`src/pkg/bbf_pkg.sv`:
```
// Purpose: Shared types and constants for the branch, bit and flag unit.
// Assumes: 8-bit data, 16-bit word program counter, 7-bit branch offset.
// Notes:   Status bit positions follow the usual I T H S V N Z C order.
package bbf_pkg;

    // ------------------------------------------------------------------
    // Widths and status flag positions
    // ------------------------------------------------------------------
    localparam int PC_W      = 16;
    localparam int IO_ADDR_W = 5;
    localparam int FLAG_C    = 0;
    localparam int FLAG_Z    = 1;
    localparam int FLAG_N    = 2;
    localparam int FLAG_V    = 3;
    localparam int FLAG_S    = 4;
    localparam int FLAG_H    = 5;
    localparam int FLAG_T    = 6;
    localparam int FLAG_I    = 7;
    localparam logic [7:0]      FLAGS_RST = 8'h00;
    localparam logic [PC_W-1:0] PC_RST    = 16'h0000;
    localparam logic [PC_W-1:0] PC_STEP   = 16'h0001;

    // ------------------------------------------------------------------
    // Operation codes
    // ------------------------------------------------------------------
    typedef enum logic [4:0] {
        op_nop                  = 5'h00,
        branch_same_or_higher   = 5'h01,
        branch_lower            = 5'h02,
        branch_minus            = 5'h03,
        branch_plus             = 5'h04,
        branch_signed_ge        = 5'h05,
        branch_signed_lt        = 5'h06,
        branch_half_carry_set   = 5'h07,
        branch_half_carry_clear = 5'h08,
        branch_transfer_set     = 5'h09,
        branch_transfer_clear   = 5'h0a,
        branch_irq_disabled     = 5'h0b,
        io_bit_set              = 5'h0c,
        io_bit_clear            = 5'h0d,
        shift_left_logical      = 5'h0e,
        shift_right_logical     = 5'h0f,
        rotate_left_carry       = 5'h10,
        rotate_right_carry      = 5'h11,
        shift_right_arith       = 5'h12,
        nibble_swap             = 5'h13,
        bit_to_transfer_flag    = 5'h14,
        transfer_flag_to_bit    = 5'h15,
        flag_set_indexed        = 5'h16,
        flag_clear_indexed      = 5'h17
    } op_code_t;

    // The named single-flag operations map onto the indexed forms.
    typedef enum logic [1:0] {
        st_exec    = 2'b00,
        st_discard = 2'b01,
        st_io_wr   = 2'b10
    } state_t;

    // ------------------------------------------------------------------
    // Carriers
    // ------------------------------------------------------------------
    typedef struct packed {
        op_code_t             code;
        logic [6:0]           offset;
        logic [2:0]           bit_sel;
        logic [IO_ADDR_W-1:0] io_addr;
        logic [7:0]           reg_val;
        logic [7:0]           io_val;
    } op_t;

    typedef struct packed {
        logic                 reg_we;
        logic [7:0]           reg_data;
        logic                 io_we;
        logic [IO_ADDR_W-1:0] io_addr;
        logic [7:0]           io_data;
    } wb_t;

endpackage : bbf_pkg

```
`src/core/branch_bit_flag_exec.sv`:
```
// Purpose: Executes branches on flags, I/O bit set/clear, shifts, rotates,
//          nibble swap, transfer-flag bit moves and flag set/clear.
// Assumes: Operands arrive already read; one op is offered per cycle.
//          The I/O operand is the current content of the addressed port.
// Notes:   Holds the program counter and the status flags itself.
//          Named single-flag ops arrive as the indexed set/clear forms,
//          with the flag index in the bit select field.
// Contract
// RULE1 - Carry branches: jump PC+k+1, 1/2 cycles
// RULE2 - Minus/plus branches test negative flag
// RULE3 - Signed branches test negative XOR overflow
// RULE4 - Half-carry branches test H, flags untouched
// RULE5 - Transfer-flag branches test T, flags untouched
// RULE6 - Irq-disabled branch taken when I is zero
// RULE7 - IO bit set forces bit, two cycles
// RULE8 - IO bit clear forces bit zero, two cycles
// RULE9 - Left shift inserts zero, updates ZCNV
// RULE10 - Right shift inserts zero, updates ZCNV
// RULE11 - Rotate left through carry, updates flags
// RULE12 - Rotate right through carry, one cycle
// RULE13 - Arithmetic right shift keeps sign bit
// RULE14 - Nibble swap, flags unchanged
// RULE15 - Bit store copies register bit into T
// RULE16 - Bit load copies T into register bit
// RULE17 - Flag set/clear ops, one cycle each
// RULE18 - Signed-test flag set and clear ops
// RULE19 - Branch: one cycle untaken, two taken
`timescale 1ns/100ps

module branch_bit_flag_exec (
    input  wire logic                         mclk,
    input  wire logic                         nrst,
    input  wire logic                         op_valid,
    input  wire bbf_pkg::op_t                 op_in,
    output logic                              op_ready,
    output bbf_pkg::wb_t                      wb_q,
    output logic                              flush_q,
    output logic [bbf_pkg::PC_W-1:0]          pc_q,
    output logic [7:0]                        status_flags_reg
);

    // ------------------------------------------------------------------
    // Helpers
    // ------------------------------------------------------------------
    // Sign-extended relative target, plus the step past the branch word.
    function automatic logic [bbf_pkg::PC_W-1:0] rel_target(
        input logic [bbf_pkg::PC_W-1:0] pc,
        input logic [6:0]               k
    );
        logic [bbf_pkg::PC_W-1:0] ext;
        ext = {{(bbf_pkg::PC_W-7){k[6]}}, k};
        return pc + ext + bbf_pkg::PC_STEP;
    endfunction : rel_target

    // Flags after a shift: Z from result, C as given, N from bit 7,
    // V as N xor C. The signed-test flag is left alone.
    function automatic logic [7:0] shift_flags(
        input logic [7:0] f,
        input logic [7:0] res,
        input logic       c
    );
        logic [7:0] o;
        o = f;
        o[bbf_pkg::FLAG_C] = c;
        o[bbf_pkg::FLAG_Z] = (res == 8'h00);
        o[bbf_pkg::FLAG_N] = res[7];
        o[bbf_pkg::FLAG_V] = res[7] ^ c;
        return o;
    endfunction : shift_flags

    // Both I/O bit ops share the two-cycle read-modify-write path.
    function automatic logic is_io_op(
        input bbf_pkg::op_code_t c
    );
        return (c == bbf_pkg::io_bit_set) || (c == bbf_pkg::io_bit_clear);
    endfunction : is_io_op

    // ------------------------------------------------------------------
    // Decode of the offered op
    // ------------------------------------------------------------------
    bbf_pkg::state_t state_q;
    bbf_pkg::state_t state_d;
    logic [7:0]      flags_q;
    logic [7:0]      flags_d;
    logic [7:0]      res;
    logic            res_we;
    logic            is_branch;
    logic            taken;
    logic            fire;
    logic            jump;
    logic            c_f;
    logic            z_f;
    logic            n_f;
    logic            v_f;
    logic            h_f;
    logic            t_f;
    logic            i_f;
    logic [7:0]      io_wdata_q;
    logic [bbf_pkg::IO_ADDR_W-1:0] io_addr_q;

    // ------------------------------------------------------------------
    // Flag views and handshake
    // ------------------------------------------------------------------
    assign c_f = flags_q[bbf_pkg::FLAG_C];
    assign z_f = flags_q[bbf_pkg::FLAG_Z];
    assign n_f = flags_q[bbf_pkg::FLAG_N];
    assign v_f = flags_q[bbf_pkg::FLAG_V];
    assign h_f = flags_q[bbf_pkg::FLAG_H];
    assign t_f = flags_q[bbf_pkg::FLAG_T];
    assign i_f = flags_q[bbf_pkg::FLAG_I];

    // A new op is accepted only in the execute state; the stall states
    // hold the fetch stage off for the second cycle of two-cycle ops.
    assign op_ready         = (state_q == bbf_pkg::st_exec);
    assign fire             = op_valid && op_ready;
    assign status_flags_reg = flags_q;

    // A taken branch redirects the pc and costs one discard cycle.
    assign jump = fire && is_branch && taken;

    // Every op is decoded whether offered or not, so taken is only
    // meaningful together with fire.
    always_comb begin
        is_branch = 1'b1;
        taken     = 1'b0;
        unique case (op_in.code)
            bbf_pkg::branch_same_or_higher:   taken = !c_f; // see RULE1
            bbf_pkg::branch_lower:            taken = c_f; // see RULE1
            bbf_pkg::branch_minus:            taken = n_f; // see RULE2
            bbf_pkg::branch_plus:             taken = !n_f; // see RULE2
            bbf_pkg::branch_signed_ge:        taken = !(n_f ^ v_f); // see RULE3
            bbf_pkg::branch_signed_lt:        taken = n_f ^ v_f; // see RULE3
            bbf_pkg::branch_half_carry_set:   taken = h_f; // see RULE4
            bbf_pkg::branch_half_carry_clear: taken = !h_f; // see RULE4
            bbf_pkg::branch_transfer_set:     taken = t_f; // see RULE5
            bbf_pkg::branch_transfer_clear:   taken = !t_f; // see RULE5
            bbf_pkg::branch_irq_disabled:     taken = !i_f; // see RULE6
            default:                          is_branch = 1'b0;
        endcase
    end

    // ------------------------------------------------------------------
    // Register result and flag update
    // ------------------------------------------------------------------
    // The write strobe rises only for ops with a register result, so the
    // data lane may carry a stale operand on every other op.
    always_comb begin
        res     = op_in.reg_val;
        res_we  = 1'b0;
        flags_d = flags_q;
        unique case (op_in.code)
            bbf_pkg::shift_left_logical: begin
                res     = {op_in.reg_val[6:0], 1'b0}; // see RULE9
                res_we  = 1'b1;
                flags_d = shift_flags(flags_q, res, op_in.reg_val[7]);
            end
            bbf_pkg::shift_right_logical: begin
                res     = {1'b0, op_in.reg_val[7:1]}; // see RULE10
                res_we  = 1'b1;
                flags_d = shift_flags(flags_q, res, op_in.reg_val[0]);
            end
            bbf_pkg::rotate_left_carry: begin
                res     = {op_in.reg_val[6:0], c_f}; // see RULE11
                res_we  = 1'b1;
                flags_d = shift_flags(flags_q, res, op_in.reg_val[7]);
            end
            bbf_pkg::rotate_right_carry: begin
                res     = {c_f, op_in.reg_val[7:1]}; // see RULE12
                res_we  = 1'b1;
                flags_d = shift_flags(flags_q, res, op_in.reg_val[0]);
            end
            bbf_pkg::shift_right_arith: begin
                res     = {op_in.reg_val[7], op_in.reg_val[7:1]}; // see RULE13
                res_we  = 1'b1;
                flags_d = shift_flags(flags_q, res, op_in.reg_val[0]);
            end
            bbf_pkg::nibble_swap: begin
                res    = {op_in.reg_val[3:0], op_in.reg_val[7:4]}; // see RULE14
                res_we = 1'b1;
            end
            bbf_pkg::bit_to_transfer_flag: begin
                flags_d[bbf_pkg::FLAG_T] = op_in.reg_val[op_in.bit_sel]; // see RULE15
            end
            bbf_pkg::transfer_flag_to_bit: begin
                res[op_in.bit_sel] = t_f; // see RULE16
                res_we             = 1'b1;
            end
            bbf_pkg::flag_set_indexed: begin
                flags_d[op_in.bit_sel] = 1'b1; // see RULE17 and RULE18
            end
            bbf_pkg::flag_clear_indexed: begin
                flags_d[op_in.bit_sel] = 1'b0; // see RULE17 and RULE18
            end
            default: begin
                res_we = 1'b0;
            end
        endcase
    end

    // ------------------------------------------------------------------
    // Sequencing
    // ------------------------------------------------------------------
    // Each stall state lasts exactly one cycle. Ready is low in it, so an
    // op offered then waits rather than being lost.
    always_comb begin
        state_d = state_q;
        unique case (state_q)
            bbf_pkg::st_exec: begin
                if (jump) begin
                    state_d = bbf_pkg::st_discard; // see RULE19
                end else if (fire && is_io_op(op_in.code)) begin
                    state_d = bbf_pkg::st_io_wr; // see RULE7 and RULE8
                end
            end
            bbf_pkg::st_discard: state_d = bbf_pkg::st_exec;
            bbf_pkg::st_io_wr:   state_d = bbf_pkg::st_exec;
            default:             state_d = bbf_pkg::st_exec;
        endcase
    end

    always_ff @(posedge mclk or negedge nrst) begin
        if (!nrst) begin
            state_q <= bbf_pkg::st_exec;
        end else begin
            state_q <= state_d;
        end
    end

    // ------------------------------------------------------------------
    // Status flags
    // ------------------------------------------------------------------
    // Branches never touch flags; only the ops above change them. The
    // flags also hold through the stall cycles, when nothing is accepted.
    always_ff @(posedge mclk or negedge nrst) begin
        if (!nrst) begin
            flags_q <= bbf_pkg::FLAGS_RST;
        end else if (fire) begin
            flags_q <= flags_d; // see RULE4 and RULE5
        end
    end

    // ------------------------------------------------------------------
    // Program counter
    // ------------------------------------------------------------------
    // Any other accepted op steps past its own word. The stall cycles
    // leave the pc alone, as no op is taken in them.
    always_ff @(posedge mclk or negedge nrst) begin
        if (!nrst) begin
            pc_q <= bbf_pkg::PC_RST;
        end else if (jump) begin
            pc_q <= rel_target(pc_q, op_in.offset); // see RULE1
        end else if (fire) begin
            pc_q <= pc_q + bbf_pkg::PC_STEP;
        end
    end

    // The prefetched word after a taken branch is dropped by the fetch
    // stage while this pulse is high.
    always_ff @(posedge mclk or negedge nrst) begin
        if (!nrst) begin
            flush_q <= 1'b0;
        end else begin
            flush_q <= jump; // see RULE19
        end
    end

    // ------------------------------------------------------------------
    // I/O read-modify-write: read in cycle one, write in cycle two
    // ------------------------------------------------------------------
    // Captured only for the I/O ops, so other traffic does not toggle
    // the write lane while a write is pending.
    always_ff @(posedge mclk or negedge nrst) begin
        if (!nrst) begin
            io_wdata_q <= 8'h00;
            io_addr_q  <= '0;
        end else if (fire && is_io_op(op_in.code)) begin
            io_wdata_q <= op_in.io_val;
            io_addr_q  <= op_in.io_addr;
            if (op_in.code == bbf_pkg::io_bit_set) begin
                io_wdata_q[op_in.bit_sel] <= 1'b1; // see RULE7
            end else if (op_in.code == bbf_pkg::io_bit_clear) begin
                io_wdata_q[op_in.bit_sel] <= 1'b0; // see RULE8
            end
        end
    end

    // ------------------------------------------------------------------
    // Writeback
    // ------------------------------------------------------------------
    // The I/O strobe follows the write state, so it lands two edges after
    // the accept and stays high for one cycle only.
    always_ff @(posedge mclk or negedge nrst) begin
        if (!nrst) begin
            wb_q <= '0;
        end else begin
            wb_q.reg_we   <= fire && res_we;
            wb_q.reg_data <= res;
            wb_q.io_we    <= (state_q == bbf_pkg::st_io_wr);
            wb_q.io_addr  <= io_addr_q;
            wb_q.io_data  <= io_wdata_q;
        end
    end

endmodule : branch_bit_flag_exec

```
`config.mk`:
```
export PLATFORM = sky130hd
export DESIGN_NAME = branch_bit_flag_exec
export DESIGN_NICKNAME = d
export VERILOG_FILES = /design/src/pkg/bbf_pkg.sv /design/src/core/branch_bit_flag_exec.sv
export SDC_FILE = /design/constraint.sdc
export NUM_CORES = 1
export LEC_CHECK = 0
export BUFFER_PORTS_ARGS = -buffer_cell sky130_fd_sc_hd__buf_2
export CAP_MARGIN = 20
export CORE_ASPECT_RATIO = 0.8
export CORE_UTILIZATION = 50
export CTS_CLUSTER_DIAMETER = 40
export DETAILED_ROUTE_END_ITERATION = 12
export GPL_TIMING_DRIVEN = 1
export HOLD_SLACK_MARGIN = 0.1
export PLACE_DENSITY_LB_ADDON = 0.12
export REMOVE_ABC_BUFFERS = 1
export SLEW_MARGIN = 10
export SYNTH_ARGS = -nofsm -noshare
export SYNTH_HDL_FRONTEND = slang
export SYNTH_SLANG_ARGS = --single-unit
```
`constraint.sdc`:
```
create_clock -name mclk -period 2.4 [get_ports mclk]
set_clock_uncertainty 0.05 [all_clocks]
set_input_delay 0.24 -clock mclk [delete_from_list [all_inputs] [get_ports mclk]]
set_output_delay 0.24 -clock mclk [all_outputs]
set_load 0.005 [all_outputs]
```
==> After elaboration in Yosys (flattened, before gate mapping) <==
Cells that the tools add are included.
{ "totals": {"wordCells": 106, "ramBits": 0, "latchBits": 0, "regBits": 63, "mem_bits_ro": 0, "mem_count": 0} }
{ "op_classes": {"n_mux": 19, "bitwise": 14, "reduce_logical": 29, "shifts": 0, "eq_ne": 25, "addsub": 3, "multipliers": 0, "order_cmp": 2, "div": 0} }
{ "op_table": {"columns": ["cell", "n"], "rows": [
  ["8-bit one-hot mux with 7 select lines", 1],
  ["6-bit one-hot mux with 7 select lines", 1],
  ["5-bit by 4-bit == test with 1-bit output, second input constant", 8],
  ["5-bit == test, second input constant", 8],
  ["16-bit by 1-bit adder with 16-bit output, second input constant", 2],
  ["16-bit 2-to-1 mux", 2],
  ["8-bit logical NOT", 3],
  ["5-bit by 3-bit == test with 1-bit output, second input constant", 4],
  ["16-bit adder", 1],
  ["8-bit AND", 2],
  ["8-bit 2-to-1 mux", 2],
  ["8-bit OR", 2],
  ["7-bit logical NOT", 2],
  ["1-bit one-hot mux with 11 select lines", 1],
  ["11-bit OR reduction", 1],
  ["5-bit by 2-bit == test with 1-bit output, second input constant", 2],
  ["8-bit bitwise mux", 1],
  ["8-bit inverter", 1],
  ["7-bit AND reduction", 1],
  ["7-bit nonzero test", 1],
  ["7-bit OR reduction", 1],
  ["1-bit logical AND", 6],
  ["1-bit logical NOT", 6],
  ["2-bit 2-to-1 mux", 3],
  ["17 further kinds", 30]
]} }

==> Logic depth before layout (Yosys ltp) <==
Gate-level depths: netlist of the first run.
{ "logic_depth": {"depth_word": 8, "mapped_depth": 10} }

==> Least setup slack after synthesis of the first run <==
Ideal clock, no wire load.
{ "synth_timing": {"path_kind": "reg2reg", "from": "register pc_q[2] in the netlist's numbering", "to": "register pc_q[15] in the netlist's numbering", "setup_slack_ns": 0.073, "stages_incl_launch_ff": 9, "n_path_buf": 0, "setup_time_ns": 0.129, "period_less_slack_ns": 2.327, "t_arrival_ns": 2.149, "cell_sequence": "dfrtp_1 -> ha_1 -> o211ai_1 -> a21oi_1 -> o211ai_1 -> a21boi_1 -> o41ai_2 -> o221ai_1 -> a2111o_1"} }
{ "synth_between": {"elab_chain_len": 3, "elab_cells_between_ends": 5} }
{ "synth_rtl": {"columns": ["item", "line_no", "source"], "rows": [
  ["from (decl)", "branch_bit_flag_exec.sv:38", "output logic [bbf_pkg::PC_W-1:0] pc_q,"],
  ["from (signal assigned)", "branch_bit_flag_exec.sv:249", "pc_q <= bbf_pkg::PC_RST;"],
  ["from (signal assigned)", "branch_bit_flag_exec.sv:251", "pc_q <= rel_target(pc_q, op_in.offset);"],
  ["from (signal assigned)", "branch_bit_flag_exec.sv:253", "pc_q <= pc_q + bbf_pkg::PC_STEP;"],
  ["16-bit adder or 16-bit by 1-bit adder with 16-bit output (tied branches)", "branch_bit_flag_exec.sv:52, branch_bit_flag_exec.sv:253", null],
  ["16-bit by 1-bit adder with 16-bit output or 16-bit 2-to-1 mux (tied branches)", "branch_bit_flag_exec.sv:52, branch_bit_flag_exec.sv:252", null],
  ["16-bit 2-to-1 mux (*)", "branch_bit_flag_exec.sv:250", "end else if (jump) begin"]
]} }
Every way passes the cells marked *; elsewhere a longest branch is shown, timed or not. The select of a mux whose other input is x is not followed.
A chain may end at the register's enable or synchronous reset.

==> Worst setup path after layout of the first run <==
Same ends and word-level chain as after synthesis.

==> impl_metrics.json, run 1 <==
{
  "cp_cell_sequence": "ha_4 -> o211ai_1 -> a21oi_2 -> o211ai_1 -> a21boi_2 -> o41ai_4 -> o221ai_1 -> a2111o_1",
  "synth_edf_count": 0,
  "gp_congestion": 0.9117,
  "drc": 0,
  "initial_core_util_pct": 51.94,
  "die_area_um2": 8663,
  "layout.nets": 673,
  "hold_path_class": "primary input to flip-flop",
  "clockBufferDepth": 2,
  "worst_setup_path_end_kind": "flip-flop",
  "finalSetupTns_ps": 0,
  "muxShareOfSynthArea_pct": 2.293,
  "first_pass_iters": 6,
  "largest_register_ff_count": 23,
  "cts.sinks": 63,
  "reg_top3": "wb_q x23, pc_q x16, io_wdata_q x8",
  "port_buffers": 87,
  "grt_usage_pct": 27.71,
  "powerDensity_nw_per_um2": 933.0,
  "antenna_found_initial": 0,
  "synthFlopType": "dfrtp_1",
  "cts_buffers": 9,
  "synth_cell_types": 66,
  "outcome": "completed",
  "core_um2": 7983,
  "max-cap-violations": 0,
  "worst-path-buf-inv": 0,
  "period_needed_ps": 2388,
  "area_delta_synth_final_pct": 28.58,
  "largest-register": "wb_q",
  "crit_fanout": 3,
  "worstSetupPathType": "flip-flop to flip-flop",
  "rsz0062_at_grt": "yes",
  "cts_tree": "yes",
  "final.period_utilization_pct": 99.48,
  "slew_headroom_pct": 54.08,
  "clk_pin_slew_ps": 80,
  "finalHoldViolations": 0,
  "drv_slew": 0,
  "insertion_delay_ps": 340,
  "ys_ff_latch": 63,
  "critPathRequiredTime_ps": 2580,
  "start_kind": "flip-flop",
  "dp.cells": 704,
  "p_leak_nw": 2.402,
  "n_antenna_cell": 0,
  "hpwl_mm": 8.541,
  "vias_per_cell": 5.734,
  "ys_seq_area_share_pct": 38.02,
  "synth_top_family_by_area": "compound AO/OA/AOI/OAI gates",
  "grt-ovfl-total": 0,
  "crit_top_cell": "o211ai_1",
  "ios": 88,
  "worstMarginPinSlew_ps": 682.5,
  "cpLargestDelayFamily": "compound AO/OA/AOI/OAI gates",
  "maxClockFrequency_mhz": 418.8,
  "cp_data_arrival_time_ps": 2570,
  "drt_iter0_markers": 287,
  "report.final.setup_viol": 0,
  "cts_max_level": 3,
  "fin_cells": 730,
  "synth-compound-area-share_pct": 23.69,
  "wirelength_mm": 11.68,
  "row_count": 29,
  "vias": 4186,
  "peakVddDrop_v": 0.0006467,
  "cts-root-buf": "clkbuf_8",
  "die_height_um": 83.45,
  "syn_inst": 493,
  "crit_path_top_delay_cell": "o41ai_4",
  "slowest_delay_ps": 430,
  "ant_nets": 0,
  "ys_warn_count": 0,
  "drive_gt1_share_pct": 28.62,
  "synth_xor_area_share_pct": 3.168,
  "grt_pass1_vias": 3905,
  "grt_max_degree": 43,
  "die_x_um": 103.8,
  "synth-adder-area-share_pct": 5.311,
  "syn_avg_cell_area_um2": 8.411,
  "synth_simple_gate_area_share_pct": 23.23,
  "syn_area_um2": 4146,
  "grt_pass1_wl_mm": 19.18,
  "routedWlPerCell_um": 16.00,
  "async_flop_share_pct": 100.0
}
==> stage by stage <==
stage | utilization [%] | hold WS [ps] | setup WS (ps) | total power, W | area [um2]
after CTS | 65.36 | 106.2 | 7.884 | 0.004790 | 5218
after global routing | 66.79 | 122.7 | -97.75 | 0.005322 | 5331
final | 66.79 | 126.7 | 12.49 | 0.004974 | 5331
after floorplan | - | -105.6 | -352.9 | 0.002832 | 4025
after global placement | 61.58 | 214.8 | 29.85 | 0.003685 | 4916
after detailed placement | 61.58 | 226.2 | -72.90 | 0.003756 | 4916
==> cell usage in the layout (no fill, tap or decap), types with 6 or more instances in the layout <==
| cell | synthesis | routed |
|---|---|---|
| buf_4 | 3 | 43 |
| nor3_1 | 7 | 6 |
| nor2b_1 | 9 | 8 |
| nand3_1 | 25 | 25 |
| o21ai_0 | 52 | 51 |
| dfrtp_1 | 63 | 63 |
| ha_1 | 16 | 13 |
| nor4_1 | 6 | 6 |
| xnor2_1 | 7 | 7 |
| inv_1 | 14 | 14 |
| nand2_1 | 60 | 60 |
| a21oi_1 | 42 | 39 |
| buf_2 | 7 | 87 |
| nand4_1 | 7 | 7 |
| nor2_1 | 46 | 46 |
| clkbuf_8 | 0 | 9 |
| nand2b_1 | 9 | 9 |
| a222oi_1 | 6 | 6 |
| xor2_1 | 8 | 8 |
| dlygate4sd3_1 | 0 | 7 |
==> worst paths after layout <==
| check | end | from | cells past startpoint | slack, ps |
|---|---|---|---|---|
| max reg2reg | pc_q[15]$_DFFE_PN0P_ | pc_q[2]$_DFFE_PN0P_ | 8 | 10 |
| min in group asynchronous | pc_q[12]$_DFFE_PN0P_ | nrst | 2 | 380 |
| min | io_wdata_q[2]$_DFFE_PN0P_ | op_in[2] | 3 | 130 |
| min reg2reg | wb_q[12]$_DFF_PN0_ | io_addr_q[4]$_DFFE_PN0P_ | 0 | 330 |
| max in group asynchronous | status_flags_reg[5]$_DFFE_PN0P_ | nrst | 3 | 1300 |
| max | pc_q[15]$_DFFE_PN0P_ | pc_q[2]$_DFFE_PN0P_ | 8 | 10 |
==> metal layers <==
metal | vias up | track usage [%] | wire length (um)
met2 | 162 | 40.00 | 5111
met4 | 0 | 8.052 | 94
li1 | 2054 | - | -
met3 | 10 | 5.386 | 746
met5 | - | 0 | 0
met1 | 1960 | 41.90 | 5725
==> power breakdown <==
| part | total [W] | leakage [nW] | internal [W] | switching [W] |
|---|---|---|---|---|
| combinational | 0.00250 | 1.54 | 0.00121 | 0.00129 |
| clock | 0.000949 | 0.100 | 0.000490 | 0.000459 |
| sequential | 0.00152 | 0.764 | 0.00133 | 0.000193 |
| total | 0.00497 | 2.40 | 0.00303 | 0.00194 |
==> layout make-up <==
class	instances	area, um2
clock buffers	9	123.9
clock inverters	7	81.33
multi-input cells	390	2510
flip-flops and latches	63	1577
well taps	108	135.1
inverters	15	56.30
fillers	691	2651
repair buffers	138	848.3
==> synth_stat cells (5+ instances only) <==
cell type	count	area, um2
a21oi_1	42	210.2
a221o_1	5	50.05
a222oi_1	6	60.06
a31oi_1	5	31.28
buf_2	7	35.03
clkbuf_1	14	52.55
dfrtp_1	63	1577
ha_1	16	200.2
inv_1	14	52.55
mux2i_1	5	50.05
nand2_1	60	225.2
nand2b_1	9	56.30
nand3_1	25	125.1
nand4_1	7	43.79
nor2_1	46	172.7
nor2b_1	9	56.30
nor3_1	7	35.03
nor4_1	6	37.54
o21ai_0	52	260.3
o31ai_1	5	37.54
xnor2_1	7	61.31
xor2_1	8	70.07
==> tightest hold or removal path: stages <==
cell and delay, ps:
buf_2 100, o21ai_0 70, a2bb2oi_1 70
==> cells by family (layout without fill, tap and decap cells) <==
group | count (synthesis) | count (layout)
XOR/XNOR | 15 | 15
adder cells (fa/ha/maj) | 17 | 17
AND/OR/NAND/NOR | 196 | 196
multiplexers | 9 | 9
flip-flops | 63 | 63
AO/OA/AOI/OAI | 153 | 153
buffers and inverters | 40 | 169
==> what timing repair did <==
action	in CTS	in global routing
hold buffers	7	0
endpoints found under the hold margin	27	0
pin swaps	0	10
setup endpoints to repair	3	6
resized for setup	6	15
buffers inserted	0	4
No activity file was read; power rests on OpenSTA's default activity.
==> run 2, diff against run 1 <==
--- a/config.mk
+++ b/config.mk
@@ -5,10 +5,11 @@
 export SDC_FILE = /design/constraint.sdc
 export NUM_CORES = 1
 export LEC_CHECK = 0
+export ABC_AREA = 1
 export BUFFER_PORTS_ARGS = -buffer_cell sky130_fd_sc_hd__buf_2
 export CAP_MARGIN = 20
 export CORE_ASPECT_RATIO = 0.8
-export CORE_UTILIZATION = 50
+export CORE_UTILIZATION = 51
 export CTS_CLUSTER_DIAMETER = 40
 export DETAILED_ROUTE_END_ITERATION = 12
 export GPL_TIMING_DRIVEN = 1
==> impl_metrics.json, run 2 <==
{
  "maxClockFrequency_mhz": 453.2,
  "critPathRequiredTime_ps": 2620,
  "report.final.setup_viol": 0,
  "vias": 4982,
  "syn_avg_cell_area_um2": 6.744,
  "port_buffers": 87,
  "reg_top3": "wb_q x23, pc_q x16, io_wdata_q x8",
  "ios": 88,
  "first_pass_iters": 5,
  "area_delta_synth_final_pct": 19.24,
  "ys_warn_count": 0,
  "worstMarginPinSlew_ps": 645.5,
  "largest-register": "wb_q",
  "max-cap-violations": 0,
  "synth.area.top_cells": "dfrtp_1 34%, nand2_1 16%, inv_1 7.5%, nand3_1 5.3%, a21oi_1 5.0%",
  "die_area_um2": 9377,
  "drive_gt1_share_pct": 18.92,
  "synth_top_area_share_pct": 34.38,
  "grt_pass1_wl_mm": 22.58,
  "initial_core_util_pct": 53.35,
  "cts_max_level": 3,
  "antenna_found_initial": 0,
  "cts_tree": "yes",
  "layout.nets": 844,
  "yosys.area.top_type": "dfrtp_1",
  "grt-ovfl-total": 0,
  "ys_seq_area_share_pct": 34.38,
  "rsz0062_at_grt": "no",
  "die_height_um": 86.81,
  "period_needed_ps": 2207,
  "layout_common_cells": "200 x nand2_1, 92 x inv_1, 87 x buf_2, 63 x dfrtp_1, 60 x nor2_1",
  "peakVddDrop_v": 0.0005314,
  "yosysMostFrequentCell": "nand2_1",
  "drt_iter0_markers": 477,
  "final_common_cell": "nand2_1",
  "crit_top_cell": "nand2_1",
  "hpwl_mm": 10.80,
  "core_um2": 8596,
  "crit_path_top_delay_cell": "dfrtp_1",
  "synth_cell_types": 41,
  "finalHoldViolations": 0,
  "wirelength_mm": 13.95,
  "drc": 0,
  "crit_fanout": 5,
  "worstSetupPathType": "flip-flop to flip-flop",
  "clockBufferDepth": 2,
  "fillCellCount": 798,
  "cts_setup_buffers": 0,
  "row_count": 30,
  "vias_per_cell": 5.505,
  "n_antenna_cell": 0,
  "slowest_delay_ps": 420,
  "synth.top_cells.by_count": "200 x nand2_1, 92 x inv_1, 63 x dfrtp_1, 60 x nor2_1, 49 x nand3_1",
  "grt_pass1_vias": 4541,
  "synth_edf_count": 0,
  "finalSetupTns_ps": 0,
  "grt_usage_pct": 31.27,
  "outcome": "completed",
  "cp_cell_sequence": "inv_1 -> ha_1 -> fa_1 -> inv_1 -> nand3_1 -> nand3_2 -> nand2_1 -> nand2_1 -> nand2_1 -> nand2_1 -> nand2_1 -> nand2_1 -> nand2_1 -> a21oi_2",
  "async_flop_share_pct": 100.0,
  "multi_input_area_um2": 2572,
  "grt_max_degree": 25,
  "ant_nets": 0,
  "syn_area_um2": 4586,
  "final.period_utilization_pct": 91.94,
  "synthFlopType": "dfrtp_1",
  "cts_buffers": 9,
  "clk_pin_slew_ps": 70,
  "cts.sinks": 63,
  "cp_data_arrival_time_ps": 2430,
  "drv_slew": 0,
  "syn_inst": 680,
  "start_kind": "flip-flop",
  "die_x_um": 108.0,
  "fin_total_pwr_w": 0.004734,
  "powerDensity_nw_per_um2": 865.8,
  "largest_register_ff_count": 23,
  "routedWlPerCell_um": 15.41,
  "hold_path_class": "primary input to flip-flop",
  "cts-root-buf": "clkbuf_8",
  "ys_ff_latch": 63,
  "seq_area_um2": 1577,
  "slew_headroom_pct": 56.97,
  "worst_setup_path_end_kind": "flip-flop",
  "p_leak_nw": 3.002,
  "gp_congestion": 1.015,
  "insertion_delay_ps": 360
}
-- run 2: cell types whose count changed after synthesis, moves of 6 or more --
cell / before / now
a222oi_1: 6 / 0
clkbuf_1: 14 / 3
inv_1: 14 / 92
inv_2: 1 / 8
nand2_1: 60 / 200
nand2_2: 0 / 6
nand2b_1: 9 / 0
nand3_1: 25 / 49
nor2_1: 46 / 60
nor2_2: 0 / 8
nor2b_1: 9 / 0
o21ai_0: 52 / 39
-- run 2: cells by family after synthesis --
group	synth area share [%]
flip-flops	34.38
AO/OA/AOI/OAI	14.16
buffers and inverters	9.632
XOR/XNOR	2.865
adder cells (fa/ha/maj)	4.802
AND/OR/NAND/NOR	34.16
-- run 2: where the power goes --
| group | switching [W] | internal, W |
|---|---|---|
| sequential | 0.000258 | 0.00132 |
| clock | 0.000456 | 0.000481 |
| combinational | 0.00136 | 0.000858 |
| total | 0.00207 | 0.00266 |
-- run 2: cell type report --
type / instances / share of cell area (%)
tap: 112 / 2.563
inverter: 101 / 6.979
timing repair buffer: 106 / 10.98
sequential: 63 / 28.83
clock inverter: 7 / 1.327
multi-input combinational: 507 / 47.05
clock buffer: 9 / 2.265
-- run 2: worst paths after layout --
path                                           start                               to  slack (ps)  depth (start not counted)
max                              pc_q[0]$_DFFE_PN0P_             pc_q[14]$_DFFE_PN0P_         190                         14
min                                         op_in[4]        io_wdata_q[4]$_DFFE_PN0P_         110                          3
max reg2reg                      pc_q[0]$_DFFE_PN0P_             pc_q[14]$_DFFE_PN0P_         190                         14
min reg2reg                io_wdata_q[6]$_DFFE_PN0P_                wb_q[6]$_DFF_PN0_         320                          0
max in group asynchronous                       nrst  status_flags_reg[1]$_DFFE_PN0P_        1240                          3
min in group asynchronous                       nrst              pc_q[5]$_DFFE_PN0P_         340                          2
-- run 2: critical path: cells and delay by family, from the launching register on --
kind,cells,cell delay [ps]
AO/OA/AOI/OAI,1,140
adder cells (fa/ha/maj),2,630
AND/OR/NAND/NOR,9,730
flip-flops,1,420
buffers and inverters,2,180
-- run 2: routing by layer --
metal	global-route usage [%]	vias up	wire, um	share of wire [%]
met5	0	-	0	0
met4	7.347	0	134	0.96
met3	7.444	22	1309	9.4
met2	44.99	257	5878	42
met1	46.81	2281	6625	47
li1	-	2422	-	-
-- run 2: through the flow --
stage	instance area [um2]	cells	hold WS, ps	utilization [%]	setup slack, ps
after global routing	5468	905	106.0	63.61	67.28
final	5468	905	113.8	63.61	193.4
after detailed placement	5176	880	187.6	60.22	193.6
after global placement	5176	880	180.6	60.22	351.6
after floorplan	4526	671	-105.6	-	447.9
after CTS	5463	905	100.9	63.55	154.6
-- run 2: what timing repair did --
item,in CTS,in global routing
endpoints found under the hold margin,27,0
setup endpoints to repair,0,1
resized for setup,0,1
hold buffers,9,0
